<file path="config.mk">
export PLATFORM = sky130hd
export DESIGN_NAME = chp_port
export DESIGN_NICKNAME = d
export VERILOG_FILES = /design/src/rtl/chp_pkg.sv /design/src/rtl/chp_fifo.sv /design/src/rtl/chp_port.sv
export SDC_FILE = /design/constraint.sdc
export NUM_CORES = 1
export LEC_CHECK = 0
export BUFFER_PORTS_ARGS = -buffer_cell sky130_fd_sc_hd__buf_2
export CAP_MARGIN = 20
export CORE_MARGIN = 5
export CORE_UTILIZATION = 55
export CTS_CLUSTER_DIAMETER = 30
export DETAILED_ROUTE_END_ITERATION = 16
export PLACE_DENSITY = 0.77
export SLEW_MARGIN = 10
export SYNTH_ARGS = -nofsm -noshare
export SYNTH_HDL_FRONTEND = slang
export SYNTH_SLANG_ARGS = --single-unit
export TNS_END_PERCENT = 1
</file>
<file path="constraint.sdc">
create_clock -name mclk -period 8.9 [get_ports mclk]
set_clock_uncertainty 0.15 [all_clocks]
set_input_delay 1.78 -clock mclk [delete_from_list [all_inputs] [get_ports mclk]]
set_output_delay 1.78 -clock mclk [all_outputs]
set_load 0.02 [all_outputs]
</file>
<file path="src/rtl/chp_pkg.sv">
// Shared constants and types of the codec host transfer port
package chp_pkg;
  // Clock and sample timing
  localparam int unsigned CLK_HZ     = 25_000_000;
  localparam int unsigned SAMPLE_HZ  = 48_000;
  localparam int unsigned SAMPLE_CYC = CLK_HZ / SAMPLE_HZ;
  // Capture request point as a fraction of the sample period
  localparam int unsigned CAP_NUM    = 3;
  localparam int unsigned CAP_DEN    = 4;
  // Data path
  localparam int unsigned BYTE_W     = 8;
  localparam int unsigned FIFO_DEPTH = 8;
  localparam logic [1:0]  DATA_ADDR  = 2'h3;
  // Reset values
  localparam logic [14:0] PIN_IDLE   = 15'h7c00;
  localparam logic [15:0] COUNT_RST  = 16'h0000;
  localparam logic [1:0]  EXT_RST    = 2'h0;
  localparam logic [7:0]  BUS_RST    = 8'h00;
  // Playback drain sequencer
  typedef enum {dr_idle, dr_pop} chp_drain_e;
endpackage : chp_pkg

</file>
<file path="src/rtl/chp_fifo.sv">
// Synchronous FIFO with valid and ready on both sides
`timescale 1ns/10ps

module chp_fifo #(
  parameter int unsigned WIDTH = 8,
  parameter int unsigned DEPTH = 8
) (
  // Clock and reset
  input  wire logic                          mclk,
  input  wire logic                          rst_b,
  // Fill side
  input  wire logic                          in_valid,
  output logic                               in_ready,
  input  wire logic [WIDTH-1:0]              in_data,
  // Drain side
  output logic                               out_valid,
  input  wire logic                          out_ready,
  output logic [WIDTH-1:0]                   out_data,
  // Occupancy
  output logic [$clog2(DEPTH+1)-1:0]         level
);
  localparam int unsigned AW = $clog2(DEPTH);
  localparam int unsigned CW = $clog2(DEPTH + 1);

  if (DEPTH < 2 || WIDTH < 1) begin : g_chk
    $error("chp_fifo: DEPTH below 2 or WIDTH below 1");
  end

  logic [WIDTH-1:0] mem_ff [DEPTH];
  logic [AW-1:0]    wp_ff;
  logic [AW-1:0]    rp_ff;
  logic [CW-1:0]    cnt_ff;
  logic             push;
  logic             pop;

  function automatic logic [AW-1:0] ptr_inc(input logic [AW-1:0] p);
    ptr_inc = (32'(p) == DEPTH - 1) ? '0 : p + 1'b1;
  endfunction : ptr_inc

  assign in_ready  = cnt_ff != CW'(DEPTH);
  assign out_valid = cnt_ff != '0;
  assign out_data  = mem_ff[rp_ff];
  assign level     = cnt_ff;
  assign push      = in_valid & in_ready;
  assign pop       = out_valid & out_ready;

  always_ff @(posedge mclk) begin
    if (push) begin
      mem_ff[wp_ff] <= in_data;
    end
  end

  always_ff @(posedge mclk) begin
    if (!rst_b) begin
      wp_ff  <= '0;
      rp_ff  <= '0;
      cnt_ff <= '0;
    end else begin
      if (push) begin
        wp_ff <= ptr_inc(wp_ff);
      end
      if (pop) begin
        rp_ff <= ptr_inc(rp_ff);
      end
      cnt_ff <= cnt_ff + CW'(push) - CW'(pop);
    end
  end
endmodule : chp_fifo

</file>
<file path="src/rtl/chp_port.sv">
// Codec host transfer port: byte bus, PIO, DMA handshakes, sample count
`timescale 1ns/10ps

module chp_port #(
  parameter int unsigned SAMPLE_CYCLES = chp_pkg::SAMPLE_CYC,
  parameter int unsigned FIFO_DEPTH    = chp_pkg::FIFO_DEPTH
) (
  // Clock and reset
  input  wire logic        mclk,
  input  wire logic        rst_b,
  // Host bus pins
  input  wire logic        cs_n,
  input  wire logic        rd_n,
  input  wire logic        wr_n,
  input  wire logic [1:0]  host_addr_in,
  input  wire logic [7:0]  host_byte_bus_i,
  output logic [7:0]       host_byte_bus_o,
  output logic             host_byte_bus_oe_n,
  input  wire logic        play_dma_ack_n,
  input  wire logic        capture_dma_ack_n,
  output logic             play_dma_request,
  output logic             capture_dma_request,
  output logic             irq_pin,
  output logic [1:0]       ext_out_bits,
  // Configuration bits
  input  wire logic        play_run,
  input  wire logic        capture_run,
  input  wire logic        play_programmed_sel,
  input  wire logic        capture_programmed_sel,
  input  wire logic        one_channel_dma,
  input  wire logic        request_hold_on_irq,
  input  wire logic        irq_pin_gate,
  input  wire logic        fmt_stereo,
  input  wire logic        fmt_16bit,
  input  wire logic [1:0]  ext_out_sel,
  input  wire logic [15:0] base_count,
  input  wire logic        base_upper_wr,
  input  wire logic        status_wr,
  // Status bits
  output logic             capture_ready_flag,
  output logic             play_ready_flag,
  output logic             irq_status,
  output logic             capture_overrun,
  output logic             play_underrun,
  // Register file access
  input  wire logic [7:0]  reg_rd_data,
  output logic             reg_wr_stb,
  output logic [1:0]       reg_addr,
  output logic [7:0]       reg_wr_data,
  // Converter side
  input  wire logic [15:0] cap_left,
  input  wire logic [15:0] cap_right,
  output logic [31:0]      play_sample,
  output logic             play_sample_stb
);
  localparam int unsigned CW = $clog2(FIFO_DEPTH + 1);
  localparam logic [15:0] PER_LAST = 16'(SAMPLE_CYCLES - 1);
  localparam logic [15:0] CAP_POINT =
    16'(SAMPLE_CYCLES * chp_pkg::CAP_NUM / chp_pkg::CAP_DEN);

  if (SAMPLE_CYCLES < 16 || SAMPLE_CYCLES > 65536 || FIFO_DEPTH < 4)
  begin : g_chk
    $error("chp_port: unsupported SAMPLE_CYCLES or FIFO_DEPTH");
  end

  ////////////////////////////////////////////////////////////////////////
  // Sample format helpers
  function automatic logic [2:0] sample_bytes(input logic st,
                                              input logic w16);
    sample_bytes = 3'h1 << (3'(st) + 3'(w16));
  endfunction : sample_bytes

  function automatic logic [7:0] pick_byte(input logic [31:0] buf_v,
                                           input logic [1:0]  idx,
                                           input logic        w16);
    if (w16) begin
      pick_byte = buf_v[8*idx +: 8];
    end else begin
      pick_byte = idx[0] ? buf_v[31:24] : buf_v[15:8];
    end
  endfunction : pick_byte

  ////////////////////////////////////////////////////////////////////////
  // Pin synchronisers and strobe edges
  logic [14:0] pin_s1_ff;
  logic [14:0] pin_s2_ff;
  logic [14:0] pin_s3_ff;
  logic        cs_s;
  logic        rd_s;
  logic        wr_s;
  logic        pak_s;
  logic        cak_s;
  logic [1:0]  adr_s;
  logic [7:0]  dat_s;

  always_ff @(posedge mclk) begin
    if (!rst_b) begin
      pin_s1_ff <= chp_pkg::PIN_IDLE;
      pin_s2_ff <= chp_pkg::PIN_IDLE;
      pin_s3_ff <= chp_pkg::PIN_IDLE;
    end else begin
      pin_s1_ff <= {cs_n, rd_n, wr_n, play_dma_ack_n, capture_dma_ack_n,
                    host_addr_in, host_byte_bus_i};
      pin_s2_ff <= pin_s1_ff;
      pin_s3_ff <= pin_s2_ff;
    end
  end

  assign {cs_s, rd_s, wr_s, pak_s, cak_s, adr_s, dat_s} = pin_s2_ff;

  logic rd_fall;
  logic rd_rise;
  logic wr_fall;
  logic wr_rise;
  assign rd_fall = pin_s3_ff[13] & ~rd_s;
  assign rd_rise = ~pin_s3_ff[13] & rd_s;
  assign wr_fall = pin_s3_ff[12] & ~wr_s;
  assign wr_rise = ~pin_s3_ff[12] & wr_s;

  ////////////////////////////////////////////////////////////////////////
  // Mode and cycle decode
  logic       cap_req_ff;
  logic       play_req_ff;
  logic       play_dma_en;
  logic       cap_dma_en;
  logic       play_pio;
  logic       cap_pio;
  logic       play_ack;
  logic       cap_ack;
  logic       reg_cyc;
  logic       pio_sel;
  logic       cap_rd;
  logic       play_wr;
  logic [2:0] nb;
  logic [1:0] last_idx;

  assign play_dma_en = play_run & ~play_programmed_sel;
  assign cap_dma_en  = capture_run & ~capture_programmed_sel
                     & ~(one_channel_dma & play_run);
  assign play_pio    = play_run & play_programmed_sel;
  assign cap_pio     = capture_run & capture_programmed_sel;
  assign play_ack    = ~pak_s & ~(one_channel_dma & cap_req_ff);
  assign cap_ack     = one_channel_dma ? (~pak_s & cap_req_ff)
                                       : ~cak_s;
  assign reg_cyc     = ~cs_s & pak_s
                     & (cak_s | one_channel_dma);
  assign pio_sel     = reg_cyc & (adr_s == chp_pkg::DATA_ADDR);
  assign cap_rd      = cap_ack | (pio_sel & cap_pio);
  assign play_wr     = play_ack | (pio_sel & play_pio);
  assign nb          = sample_bytes(fmt_stereo, fmt_16bit);
  assign last_idx    = 2'(nb - 3'h1);

  ////////////////////////////////////////////////////////////////////////
  // Sample period timer
  logic [15:0] per_ff;
  logic        tick_start;
  logic        tick_cap;

  always_ff @(posedge mclk) begin
    if (!rst_b) begin
      per_ff <= '0;
    end else begin
      per_ff <= (per_ff == PER_LAST) ? '0 : per_ff + 16'h0001;
    end
  end

  assign tick_start = per_ff == 16'h0000;
  assign tick_cap   = per_ff == CAP_POINT;

  ////////////////////////////////////////////////////////////////////////
  // Playback FIFO and drain sequencer
  logic [CW-1:0]      fifo_lvl;
  logic               fifo_in_ready;
  logic               fifo_out_valid;
  logic [7:0]         fifo_out_data;
  logic               fifo_push;
  logic               drain_pop;
  logic               room_ok;
  logic               wr_play_ff;
  logic               wr_reg_ff;
  logic [1:0]         play_idx_ff;
  chp_pkg::chp_drain_e drain_ff;
  logic [1:0]         drain_cnt_ff;
  logic [31:0]        asm_ff;
  logic               stb_ff;
  logic               underrun_ff;

  assign room_ok   = (int'(fifo_lvl) + int'(nb)) <= int'(FIFO_DEPTH);
  assign fifo_push = wr_rise & wr_play_ff;
  assign drain_pop = (drain_ff == chp_pkg::dr_pop) & fifo_out_valid;

  chp_fifo #(
    .WIDTH (chp_pkg::BYTE_W),
    .DEPTH (FIFO_DEPTH)
  ) u_fifo (
    .mclk      (mclk),
    .rst_b     (rst_b),
    .in_valid  (fifo_push),
    .in_ready  (fifo_in_ready),
    .in_data   (dat_s),
    .out_valid (fifo_out_valid),
    .out_ready (drain_ff == chp_pkg::dr_pop),
    .out_data  (fifo_out_data),
    .level     (fifo_lvl)
  );

  always_ff @(posedge mclk) begin
    if (!rst_b) begin
      drain_ff     <= chp_pkg::dr_idle;
      drain_cnt_ff <= '0;
      asm_ff       <= '0;
      stb_ff       <= 1'b0;
      underrun_ff  <= 1'b0;
    end else begin
      stb_ff <= 1'b0;
      case (drain_ff)
        chp_pkg::dr_idle: begin
          if (tick_start && play_run) begin
            underrun_ff <= int'(fifo_lvl) < int'(nb);
            if (int'(fifo_lvl) >= int'(nb)) begin
              drain_ff     <= chp_pkg::dr_pop;
              drain_cnt_ff <= '0;
            end
          end
        end
        chp_pkg::dr_pop: begin
          if (drain_pop) begin
            asm_ff       <= {fifo_out_data, asm_ff[31:8]};
            drain_cnt_ff <= drain_cnt_ff + 2'h1;
            if (drain_cnt_ff == last_idx) begin
              drain_ff <= chp_pkg::dr_idle;
              stb_ff   <= 1'b1;
            end
          end
        end
        default: drain_ff <= chp_pkg::dr_idle;
      endcase
    end
  end

  ////////////////////////////////////////////////////////////////////////
  // Write cycles: playback data and register writes
  logic       play_rdy_ff;
  logic       reg_stb_ff;
  logic [1:0] reg_adr_ff;
  logic [7:0] reg_dat_ff;

  always_ff @(posedge mclk) begin
    if (!rst_b) begin
      wr_play_ff  <= 1'b0;
      wr_reg_ff   <= 1'b0;
      play_idx_ff <= '0;
      reg_stb_ff  <= 1'b0;
      reg_adr_ff  <= '0;
      reg_dat_ff  <= chp_pkg::BUS_RST;
    end else begin
      reg_stb_ff <= 1'b0;
      if (wr_fall) begin
        wr_play_ff <= play_wr;
        wr_reg_ff  <= reg_cyc & ~(pio_sel & play_pio);
      end
      if (wr_rise && wr_play_ff && fifo_in_ready) begin
        play_idx_ff <= (play_idx_ff == last_idx) ? '0
                                                 : play_idx_ff + 2'h1;
      end
      if (wr_rise && wr_reg_ff) begin
        reg_stb_ff <= 1'b1;
        reg_adr_ff <= adr_s;
        reg_dat_ff <= dat_s;
      end
    end
  end

  always_ff @(posedge mclk) begin
    if (!rst_b) begin
      play_req_ff <= 1'b0;
      play_rdy_ff <= 1'b0;
    end else begin
      if (tick_start && play_dma_en && room_ok) begin
        play_req_ff <= 1'b1;
      end else if (wr_fall && play_ack && play_idx_ff == last_idx) begin
        play_req_ff <= 1'b0;
      end
      if (tick_start && play_pio && room_ok) begin
        play_rdy_ff <= 1'b1;
      end else if (wr_fall && pio_sel && play_pio && play_idx_ff == last_idx) begin
        play_rdy_ff <= 1'b0;
      end
    end
  end

  ////////////////////////////////////////////////////////////////////////
  // Read cycles: capture data and register reads
  logic [31:0] cap_buf_ff;
  logic [1:0]  cap_idx_ff;
  logic        cap_rdy_ff;
  logic        rd_cap_ff;
  logic        overrun_ff;
  logic [7:0]  bus_ff;
  logic        oe_n_ff;
  logic        cap_pend;

  assign cap_pend = cap_req_ff | cap_rdy_ff | (cap_idx_ff != 2'h0);

  always_ff @(posedge mclk) begin
    if (!rst_b) begin
      bus_ff     <= chp_pkg::BUS_RST;
      oe_n_ff    <= 1'b1;
      rd_cap_ff  <= 1'b0;
      cap_idx_ff <= '0;
    end else begin
      if (rd_fall && (cap_rd || reg_cyc)) begin
        rd_cap_ff <= cap_rd;
        oe_n_ff   <= 1'b0;
        bus_ff    <= cap_rd ? pick_byte(cap_buf_ff, cap_idx_ff, fmt_16bit)
                            : reg_rd_data;
      end else if (rd_rise) begin
        oe_n_ff   <= 1'b1;
        rd_cap_ff <= 1'b0;
        if (rd_cap_ff) begin
          cap_idx_ff <= (cap_idx_ff == last_idx) ? '0
                                                 : cap_idx_ff + 2'h1;
        end
      end
    end
  end

  always_ff @(posedge mclk) begin
    if (!rst_b) begin
      cap_buf_ff <= '0;
      cap_req_ff <= 1'b0;
      cap_rdy_ff <= 1'b0;
      overrun_ff <= 1'b0;
    end else begin
      if (tick_cap && capture_run) begin
        overrun_ff <= cap_pend;
        if (!cap_pend) begin
          cap_buf_ff <= {cap_right, cap_left};
        end
      end
      if (rd_fall && cap_ack && cap_idx_ff == last_idx) begin
        cap_req_ff <= 1'b0;
      end else if (tick_cap && cap_dma_en && !cap_pend) begin
        cap_req_ff <= 1'b1;
      end
      if (rd_fall && pio_sel && cap_pio && cap_idx_ff == last_idx) begin
        cap_rdy_ff <= 1'b0;
      end else if (tick_cap && cap_pio && !cap_pend) begin
        cap_rdy_ff <= 1'b1;
      end
    end
  end

  ////////////////////////////////////////////////////////////////////////
  // Request pins, control outputs and sample counter
  logic        play_pin_ff;
  logic        cap_pin_ff;
  logic [1:0]  ext_ff;
  logic [15:0] cur_ff;
  logic        irq_st_ff;
  logic        irq_pin_ff;
  logic        cnt_en;
  logic        cnt_uf;

  assign cnt_en = tick_start & (play_run | capture_run)
                & (~request_hold_on_irq | ~irq_st_ff);
  assign cnt_uf = cnt_en & (cur_ff == 16'h0000) & ~base_upper_wr;

  always_ff @(posedge mclk) begin
    if (!rst_b) begin
      play_pin_ff <= 1'b0;
      cap_pin_ff  <= 1'b0;
      ext_ff      <= chp_pkg::EXT_RST;
    end else begin
      play_pin_ff <= play_req_ff
                   | (one_channel_dma & cap_req_ff);
      cap_pin_ff  <= cap_req_ff & ~one_channel_dma;
      if (tick_start) begin
        ext_ff <= ext_out_sel;
      end
    end
  end

  always_ff @(posedge mclk) begin
    if (!rst_b) begin
      cur_ff     <= chp_pkg::COUNT_RST;
      irq_st_ff  <= 1'b0;
      irq_pin_ff <= 1'b0;
    end else begin
      if (base_upper_wr) begin
        cur_ff <= base_count;
      end else if (cnt_uf) begin
        cur_ff <= base_count;
      end else if (cnt_en) begin
        cur_ff <= cur_ff - 16'h0001;
      end
      if (cnt_uf) begin
        irq_st_ff <= 1'b1;
      end else if (status_wr) begin
        irq_st_ff <= 1'b0;
      end
      irq_pin_ff <= (cnt_uf | (irq_st_ff & ~status_wr))
                  & irq_pin_gate;
    end
  end

  assign host_byte_bus_o     = bus_ff;
  assign host_byte_bus_oe_n  = oe_n_ff;
  assign play_dma_request    = play_pin_ff;
  assign capture_dma_request = cap_pin_ff;
  assign irq_pin             = irq_pin_ff;
  assign ext_out_bits        = ext_ff;
  assign capture_ready_flag  = cap_rdy_ff;
  assign play_ready_flag     = play_rdy_ff;
  assign irq_status          = irq_st_ff;
  assign capture_overrun     = overrun_ff;
  assign play_underrun       = underrun_ff;
  assign reg_wr_stb          = reg_stb_ff;
  assign reg_addr            = reg_adr_ff;
  assign reg_wr_data         = reg_dat_ff;
  assign play_sample         = asm_ff;
  assign play_sample_stb     = stb_ff;

  ////////////////////////////////////////////////////////////////////////
  // Assertions
  property p_play_req_early;
    @(posedge mclk) disable iff (!rst_b)
    $rose(play_req_ff) |-> $past(per_ff) == 16'h0000;
  endproperty
  a_play_req_early: assert property (p_play_req_early)
    else $error("play request raised away from period start");

  property p_cap_req_late;
    @(posedge mclk) disable iff (!rst_b)
    $rose(cap_req_ff) |-> $past(per_ff) == CAP_POINT;
  endproperty
  a_cap_req_late: assert property (p_cap_req_late)
    else $error("capture request raised away from capture point");

  property p_one_chan_quiet;
    @(posedge mclk) disable iff (!rst_b)
    one_channel_dma && $past(one_channel_dma) |-> !capture_dma_request;
  endproperty
  a_one_chan_quiet: assert property (p_one_chan_quiet)
    else $error("capture request pin high in one-channel mode");

  property p_reg_no_dma;
    @(posedge mclk) disable iff (!rst_b)
    reg_wr_stb |-> $past(!play_ack && !cap_ack && !cs_s);
  endproperty
  a_reg_no_dma: assert property (p_reg_no_dma)
    else $error("register write during DMA acknowledge");

  property p_read_drive;
    @(posedge mclk) disable iff (!rst_b)
    rd_fall && reg_cyc ##1 !rd_s [*2] |-> !host_byte_bus_oe_n [*2];
  endproperty
  a_read_drive: assert property (p_read_drive)
    else $error("bus not driven while read strobe low");

  property p_irq_gated;
    @(posedge mclk) disable iff (!rst_b)
    !irq_pin_gate && $past(!irq_pin_gate) |-> !irq_pin;
  endproperty
  a_irq_gated: assert property (p_irq_gated)
    else $error("interrupt pin high with gate clear");

  property p_underflow_reload;
    @(posedge mclk) disable iff (!rst_b)
    cnt_uf |=> irq_status && cur_ff == $past(base_count);
  endproperty
  a_underflow_reload: assert property (p_underflow_reload)
    else $error("underflow did not set status and reload");

  property p_status_clear;
    @(posedge mclk) disable iff (!rst_b)
    status_wr && !cnt_uf |=> !irq_status ##0 !irq_pin;
  endproperty
  a_status_clear: assert property (p_status_clear)
    else $error("status write did not clear interrupt");

  property p_ext_follow;
    @(posedge mclk) disable iff (!rst_b)
    tick_start |=> ext_out_bits == $past(ext_out_sel);
  endproperty
  a_ext_follow: assert property (p_ext_follow)
    else $error("output pins not updated at period start");
endmodule : chp_port

</file>
==> results by group, run 1 <==
Outcome
  • Outcome: finished, final reports clean

STA
  • Slew headroom: 0.277
  • Peak Freq: 250 MHz
  • Final setup viols: 0
  • RSZ-0062 raised after global routing: no
  • Max-slew violation count: 0
  • Fin crit period: 4.00 ns
  • Worst Max-Slew Pin Slew: 1.08 ns
  • Final Hold Viols: 0
  • TNS Setup: 0 ns
  • Crit share post-route: 0.449

Worst setup path
  • Most frequent CP cell: ha_1
  • Critical path cell sequence: buf_2 > inv_1 > ha_1 > ha_1 > fa_1 > or3b_2 > a21oi_1 > o21ai_0 > and3_1 > o31ai_1
  • Worst path bufs/invs: 2
  • Slowest cell on crit path: fa_1
  • Setup crit end kind: register
  • Setup CP Type: in -> reg
  • CP max stage delay: 0.47 ns
  • Type of origin of the critical path: input port
  • Worst Path Required: 9.17 ns
  • Crit Path Max Fanout: 19
  • WP data arrival: 4.27 ns
  • Cell family with most CP delay: adder cells

Floorplan
  • Die Wd: 147 µm
  • Die Y: 147 µm
  • IO Count: 149
  • Starting Density: 0.556
  • Site Rows: 50
  • DIE AREA: 0.0217 mm²
  • CORE AREA: 0.0186 mm²

Drt
  • Post-route ant nets: 0
  • Final WL: 23700 µm
  • DRC violations left: 0
  • Initial detailed-routing violation count: 408
  • Drt pass-1 iters: 5
  • Vias/cell: 5.60
  • DR vias: 7906
  • Routed len/inst: 16.8 µm

Layout
  • NumNets Final: 1255
  • Area growth syn-to-layout: 24.1%
  • Number of fill cells: 1405
  • Most frequent cells in the layout: dfxtp_1, buf_2, nand2_1, nor2_1, a21oi_1
  • Leading cell type in the layout, fill and taps excluded: dfxtp_1
  • Antenna Cells: 0
  • Layout cells sized above 1: 0.244

Clock tree
  • CTS Sinks: 245
  • CTS Hold Bufs: 0
  • Post-cts repair resize count: 0
  • Clock buffer depth: 3
  • Clock network latency to the later pin of the worst-skew pair: 0.52 ns
  • TritonCTS clock tree: yes
  • CTS H-tree depth: 2
  • CTS root buffer: clkbuf_16
  • Reg clk slew, reported paths: 0.04 ns
  • Num CTS Buffers: 47
  • Post-CTS Setup Inserts: 0

Global routing
  • Grt ovf: 0
  • Vias in the first global route: 7895
  • Global-route wire length before repair: 39200 µm
  • Initial antenna violation count: 0
  • Largest net degree at the start of global routing: 63
  • Tot GR Track Use: 0.218

Logic synthesis
  • Net count after synthesis: 1100
  • Post-Syn Area: 0.0104 mm²
  • Yosys warns: 0
  • Yosys top cell by area: dfxtp_1
  • Post-synthesis sequential area ratio: 0.535
  • Netlist cell types: 64
  • Post-synth EDFFs: 64
  • Ys flop type: dfxtp_1
  • Ranking of synthesized cells by area: dfxtp_1, edfxtp_1, mux2i_1, mux4_2, nand2_1
  • Asr flop ratio synth: 0
  • Yosys top cell area share: 0.349
  • #FFs+latches synth: 245
  • Syn Inst Count: 987
  • Post-Syn Area per Cell: 10.5 µm²

Placement
  • DP HPWL: 15300 µm
  • Final Wtd Congestion: 0.851
  • IO Port Bufs: 148

Run
  • Max-Cap Viols: 0

Min path
  • Hold WC Path Type: reg -> reg

Power and ir drop
  • Static Leak: 5.32 nW
  • Final Power: 3.22 mW
  • Power Density: 250 mW/mm²
  • Peak supply drop: 201 µV
-- final timing paths --
| check | startpoint | end | slack, ns | depth (start not counted) |
|---|---|---|---|---|
| worst max-delay path | fmt_16bit | play_ready_flag | 4.90 | 10 |
| worst min-delay path | pin_s1_ff[11] | pin_s2_ff[11] | 0.25 | 1 |
| worst max register to register | u_fifo.level[3] | u_fifo.level[2] | 5.59 | 11 |
| worst min register to register | pin_s1_ff[11] | pin_s2_ff[11] | 0.25 | 1 |
-- flip-flops by register name, indices dropped and copies added, names as in the netlist, 2 cells and up --
signal and count:
drain_cnt_ff 2, u_fifo.wp_ff 3, cur_ff 16, ext_out_bits 2
per_ff 16, play_idx_ff 2, cap_idx_ff 2, pin_s3_ff 2
host_byte_bus_o 8, u_fifo.mem_ff 64, u_fifo.level 4, cap_buf_ff 32
u_fifo.rp_ff 3, pin_s2_ff 15, play_sample 32, reg_addr 2
reg_wr_data 8, pin_s1_ff 15
-- Yosys cell counts, types with 3 or more instances --
cell type	count
nor3_1	10
o311ai_0	5
o211ai_1	11
o221a_2	3
nand4_1	14
xor2_1	11
nor4b_1	3
buf_6	4
inv_1	34
nor4_1	10
dfxtp_1	181
o21ai_0	27
nand2b_1	15
a211oi_1	9
clkbuf_1	37
xnor2_1	10
or2_2	4
buf_2	5
a21o_1	4
ha_1	25
nor3b_1	8
a31oi_1	8
mux4_2	24
nand2_1	103
nand3_1	32
o31ai_1	5
and3_1	6
a21oi_1	70
nor2b_1	7
mux2i_1	61
buf_1	8
edfxtp_1	64
and2_1	26
nor2_1	103
-- cells by family (layout without fill, tap and decap cells) --
group	count (synthesis)	after routing	synth area share
AOI/OAI and AO/OA	161	161	0.0966
xor gates and xnor gates	21	21	0.0177
adders and majority gates	27	27	0.0340
buffers and inverters	91	283	0.0369
DFF	245	245	0.535
muxes	86	86	0.112
and+or+nand+nor	356	356	0.168
-- metal layers --
metal / share of wire / vias to the layer above / track usage
li1: - / 3847 / -
met1: 0.44 / 3764 / 0.292
met2: 0.48 / 253 / 0.357
met3: 0.058 / 42 / 0.0469
met4: 0.022 / 0 / 0.0685
met5: 0 / - / 0
-- report_power, final --
group	switching, mW	internal, mW	total, mW
Sequential	0.0308	1.18	1.21
Clock	0.563	1.18	1.75
Combinational	0.158	0.109	0.267
Total	0.752	2.47	3.22
-- area by class of cell --
| cell class | count | area, µm² | share of cell area |
|---|---|---|---|
| Clock inverter | 26 | 289 | 0.0225 |
| Timing Repair Buffer | 162 | 846 | 0.0657 |
| Sequential cell | 245 | 5550 | 0.431 |
| Clock buffer | 60 | 1310 | 0.102 |
| Multi-Input combinational cell | 651 | 4460 | 0.346 |
| Inverter | 35 | 133 | 0.0103 |
| Tap cell | 234 | 293 | 0.0227 |
-- worst reg2reg max path: stages (launching register included) --
cell and delay (ns):
dfxtp_1 0.43, inv_1 0.12, ha_1 0.19, a31o_2 0.45, inv_2 0.63, ha_1 0.37, inv_1 0.05, ha_1 0.15
inv_1 0.06, fa_1 0.38, xor2_1 0.16, nor2_1 0.05
-- metrics by stage --
step	worst slack (ns)	hold slack (ns)	cells	util	instance area, µm²
2_1_floorplan	4.43	0.236	987	-	10400
4_1_cts	4.92	0.252	1413	0.690	12900
6_report	4.90	0.250	1413	0.690	12900
3_3_place_gp	4.48	0.239	1327	0.605	11300
3_5_place_dp	4.41	0.243	1327	0.605	11300
5_1_grt	4.73	0.266	1413	0.690	12900
(Power assumes the default switching activity.)
==> inputs of run 2 (changes only) <==
clock period = 3.9 ns   (was 8.9 ns; I/O delays follow)
==> results by group, run 2 (synthesis gave the netlist of run 1 again) <==
Outcome
  • Outcome: finished, final reports clean

Power and ir drop
  • Sequential power share: 0.383
  • Static Leak: 5.33 nW
  • Pint: 5.49 mW
  • Sw Ratio: 0.236
  • Clock share of power: 0.531
  • Peak supply drop: 400 µV
  • Comb power frac: 0.086
  • Power Density: 559 mW/mm²
  • Psw: 1.69 mW

Min path
  • Worst min-delay path endpoint: pin_s2_ff[10]
  • Hold path cells: 1
  • Hold_sp: pin_s1_ff[10]
  • Hold WC Path Type: reg -> reg

Global routing
  • Global-route wire length before repair: 38800 µm
  • Grt ovf: 0
  • Vias in the first global route: 7759
  • Tot GR Track Use: 0.216
  • Initial antenna violation count: 0
  • Largest net degree at the start of global routing: 46

Clock tree
  • CTS H-tree depth: 2
  • CTS Hold Bufs: 0
  • Post-cts repair resize count: 0
  • Reg clk slew, reported paths: 0.05 ns
  • Num CTS Buffers: 45
  • TritonCTS clock tree: yes
  • Clock network latency to the later pin of the worst-skew pair: 0.51 ns
  • Post-CTS Setup Inserts: 0
  • Clock buffer depth: 3
  • CTS root buffer: clkbuf_16
  • CTS Sinks: 245

STA
  • WHS: 0.247 ns
  • Slew headroom: 0.327
  • Crit share post-route: 0.737
  • RSZ-0062 raised after global routing: no
  • TNS Setup: 0 ns
  • Peak Freq: 348 MHz
  • Final Hold Viols: 0
  • Max-slew violation count: 0
  • Final setup viols: 0
  • Fin crit period: 2.87 ns
  • Worst Max-Slew Pin Slew: 1.01 ns

Layout
  • Biggest register: u_fifo.mem_ff
  • Layout cells sized above 1: 0.248
  • Antenna Cells: 0
  • Reg area: 0.00555 mm²
  • Number of fill cells: 1387
  • Area growth syn-to-layout: 23.8%
  • Multi-input gate area: 0.00445 mm²
  • NumNets Final: 1261
  • Final core utilization: 0.689
  • Most frequent cells in the layout: dfxtp_1, buf_2, nand2_1, nor2_1, a21oi_1
  • Max reg flops: 64
  • Leading cell type in the layout, fill and taps excluded: dfxtp_1

Worst setup path
  • Worst Path Required: 4.20 ns
  • Setup crit end kind: register
  • Crit Path Max Fanout: 35
  • Reg-to-reg endpoint: cap_req_ff
  • Reg2reg setup slack: 1.03 ns
  • RR Startpoint: per_ff[13]
  • Cell count of the worst reg-to-reg path: 5
  • Setup CP Type: reg -> reg
  • WP data arrival: 3.17 ns
  • Type of origin of the critical path: register

Floorplan
  • Die Wd: 147 µm
  • Site Rows: 50
  • DIE AREA: 0.0217 mm²
  • Starting Density: 0.556
  • IO Count: 149
  • Die Y: 147 µm
  • CORE AREA: 0.0186 mm²

Drt
  • Drt pass-1 iters: 5
  • Initial detailed-routing violation count: 492
  • DR vias: 7864
  • Routed len/inst: 16.5 µm
  • Post-route ant nets: 0
  • DRC violations left: 0
  • Final WL: 23300 µm
  • Vias/cell: 5.56

Placement
  • IO Port Bufs: 148
  • DP HPWL: 15500 µm
  • Final Wtd Congestion: 0.844

Run
  • Max-Cap Viols: 0
-- run 2: layout make-up --
cell class	count	area share
Clock inverter	27	0.0241
Tap cell	234	0.0228
Multi-Input combinational cell	651	0.347
Timing Repair Buffer	170	0.0705
Inverter	35	0.0103
Sequential cell	245	0.432
Clock buffer	53	0.0939
-- run 2: worst max-delay path, stage by stage, from the launching register on --
cell and delay [ns]:
dfxtp_1 0.35, nor4_4 0.36, nand3_2 0.21, or4_2 1.20
a211oi_2 0.33, o221a_1 0.21
-- run 2: power groups by stage --
| stage | clock network, mW | logic, mW | registers, mW |
|---|---|---|---|
| floorplan | 0 | 0.416 | 2.80 |
| global placement | 0 | 0.600 | 2.80 |
| detailed placement | 0 | 0.611 | 2.80 |
| CTS | 3.87 | 0.622 | 2.75 |
| global route | 4.03 | 0.693 | 2.76 |
| finish | 3.81 | 0.619 | 2.75 |
-- run 2: per-stage QoR --
stage / power [mW] / cell area (µm²) / instances / setup WS (ns)
CTS: 7.24 / 12800 / 1415 / 1.01
floorplan: 3.22 / 10400 / 987 / 0.434
detailed placement: 3.41 / 11300 / 1335 / 0.576
global route: 7.48 / 12800 / 1415 / 0.872
global placement: 3.40 / 11300 / 1335 / 0.703
finish: 7.18 / 12800 / 1415 / 1.03
-- run 2: layer usage --
metal | up-vias | wire length [µm] | GRT usage
met4 | 0 | 651 | 0.0727
li1 | 3873 | - | -
met1 | 3676 | 10200 | 0.287
met3 | 56 | 1680 | 0.0527
met2 | 259 | 10800 | 0.349
met5 | - | 0 | 0
-- run 2: how the worst max path moves through the flow --
| stage | slack [ns] | start | end |
|---|---|---|---|
| floorplan | 0.43 | fmt_16bit | play_ready_flag |
| global placement | 0.70 | fmt_stereo | play_req_ff |
| CTS | 1.01 | per_ff[13] | cap_req_ff |
| finish | 1.03 | per_ff[13] | cap_req_ff |
| global route | 0.87 | per_ff[13] | cap_req_ff |
| detailed placement | 0.58 | fmt_stereo | play_ready_flag |
==> inputs of run 3 (changes only) <==
clock period = 2.8 ns   (was 3.9 ns; I/O delays follow)
==> results by group, run 3 (synthesis gave the netlist of run 1 again) <==
Outcome
  • Outcome: finished, final reports clean

STA
  • Peak Freq: 405 MHz
  • Crit share post-route: 0.881
  • WHS: 0.0536 ns
  • Max-slew violation count: 0
  • Fin crit period: 2.47 ns
  • RSZ-0062 raised after global routing: no
  • Worst Max-Slew Pin Slew: 0.941 ns
  • Slew headroom: 0.371
  • TNS Setup: 0 ns
  • Final Hold Viols: 0
  • PnR worst setup slack: 0.332 ns
  • Final setup viols: 0

Power and ir drop
  • Static Leak: 5.55 nW
  • Peak supply drop: 485 µV
  • Power Density: 842 mW/mm²

Clock tree
  • CTS H-tree depth: 2
  • TritonCTS clock tree: yes
  • CTS root buffer: clkbuf_16
  • Clock buffer depth: 3
  • Post-CTS Setup Inserts: 0
  • Clock network latency to the later pin of the worst-skew pair: 0.54 ns
  • Reg clk slew, reported paths: 0.05 ns
  • Num CTS Buffers: 50
  • Post-cts repair resize count: 0
  • CTS Sinks: 245
  • CTS Hold Bufs: 0

Global routing
  • Largest net degree at the start of global routing: 71
  • Grt ovf: 0
  • Initial antenna violation count: 0
  • Vias in the first global route: 8155
  • Global-route wire length before repair: 40600 µm
  • Tot GR Track Use: 0.228

Placement
  • Cell Area, Placed: 0.0114 mm²
  • Pre-CTS setup slack: -0.0104 ns
  • Final Wtd Congestion: 0.883
  • Inst Count DP: 1345
  • IO Port Bufs: 148
  • DP HPWL: 15600 µm

Layout
  • Max reg flops: 64
  • Area growth syn-to-layout: 28.6%
  • Most frequent cells in the layout: dfxtp_1, buf_2, nand2_1, nor2_1, a21oi_1
  • Post-route cell area: 0.0133 mm²
  • Biggest register: u_fifo.mem_ff
  • NumNets Final: 1276
  • Final non-filler cell total: 1439
  • Leading cell type in the layout, fill and taps excluded: dfxtp_1
  • Antenna Cells: 0
  • Layout cells sized above 1: 0.268

Drt
  • Initial detailed-routing violation count: 531
  • Drt pass-1 iters: 5
  • DR vias: 8033
  • Routed len/inst: 17.4 µm
  • Vias/cell: 5.58
  • Post-route ant nets: 0
  • Final WL: 25000 µm
  • DRC violations left: 0

Worst setup path
  • Setup CP Type: reg -> reg
  • Cell count of the worst reg-to-reg path: 6
  • Reg2reg setup slack: 0.33 ns
  • Cell family with most CP delay: simple AND/OR/NAND/NOR gates
  • Reg-to-reg endpoint: cap_req_ff
  • CP max stage delay: 0.66 ns
  • Worst Path Required: 3.13 ns
  • Worst path bufs/invs: 1
  • Setup crit end kind: register
  • WP data arrival: 2.80 ns
  • Type of origin of the critical path: register
  • Critical path cell sequence: nor4_4 > nand3_2 > or4_2 > buf_4 > a211oi_2 > o221a_1
  • RR Startpoint: per_ff[13]
  • Slowest cell on crit path: or4_2
  • Crit Path Max Fanout: 35

Min path
  • Worst min-delay path endpoint: pin_s1_ff[10]
  • Hold_sp: capture_dma_ack_n
  • Hold WC Path Type: in -> reg
  • Hold path cells: 2

Floorplan
  • Die Y: 147 µm
  • IO Count: 149
  • Starting Density: 0.556
  • Site Rows: 50
  • Die Wd: 147 µm
  • DIE AREA: 0.0217 mm²
  • CORE AREA: 0.0186 mm²

Run
  • Max-Cap Viols: 0
run 3: cell type report:
class                   count  area, µm²
well taps                 234        293
flip-flops and latches    245       5550
clock inverters            30        418
clock buffers              64       1480
fillers                  1326       5300
multi-input cells         651       4480
repair buffers            180        993
inverters                  35        133
run 3: stage by stage:
stage | util | total power, mW
2_1_floorplan | - | 4.50
3_3_place_gp | 0.614 | 4.76
3_5_place_dp | 0.614 | 4.78
4_1_cts | 0.716 | 11.3
5_1_grt | 0.716 | 11.6
6_report | 0.716 | 11.2
run 3: worst max-delay path by stage:
stage,startpoint,end,slack (ns),depth (start not counted)
after floorplan,fmt_16bit,play_ready_flag,0.005,11
after global placement,fmt_stereo,play_ready_flag,0.11,10
after detailed placement,fmt_stereo,play_ready_flag,-0.01,10
after CTS,per_ff[13],cap_req_ff,0.32,6
after global routing,per_ff[0],cur_ff[15],0.18,7
final,per_ff[13],cap_req_ff,0.33,6
run 3: per-layer routing:
layer	part of all wire	up-vias	track usage
li1	-	3899	-
met1	0.42	3821	0.285
met2	0.49	262	0.389
met3	0.066	51	0.0527
met4	0.022	0	0.0834
met5	0	-	0
run 3: report_power, final:
group / internal, mW / total, mW / switching, mW
Clock: 4.56 / 6.49 / 1.93
Sequential: 3.74 / 3.84 / 0.0987
Combinational: 0.380 / 0.905 / 0.526
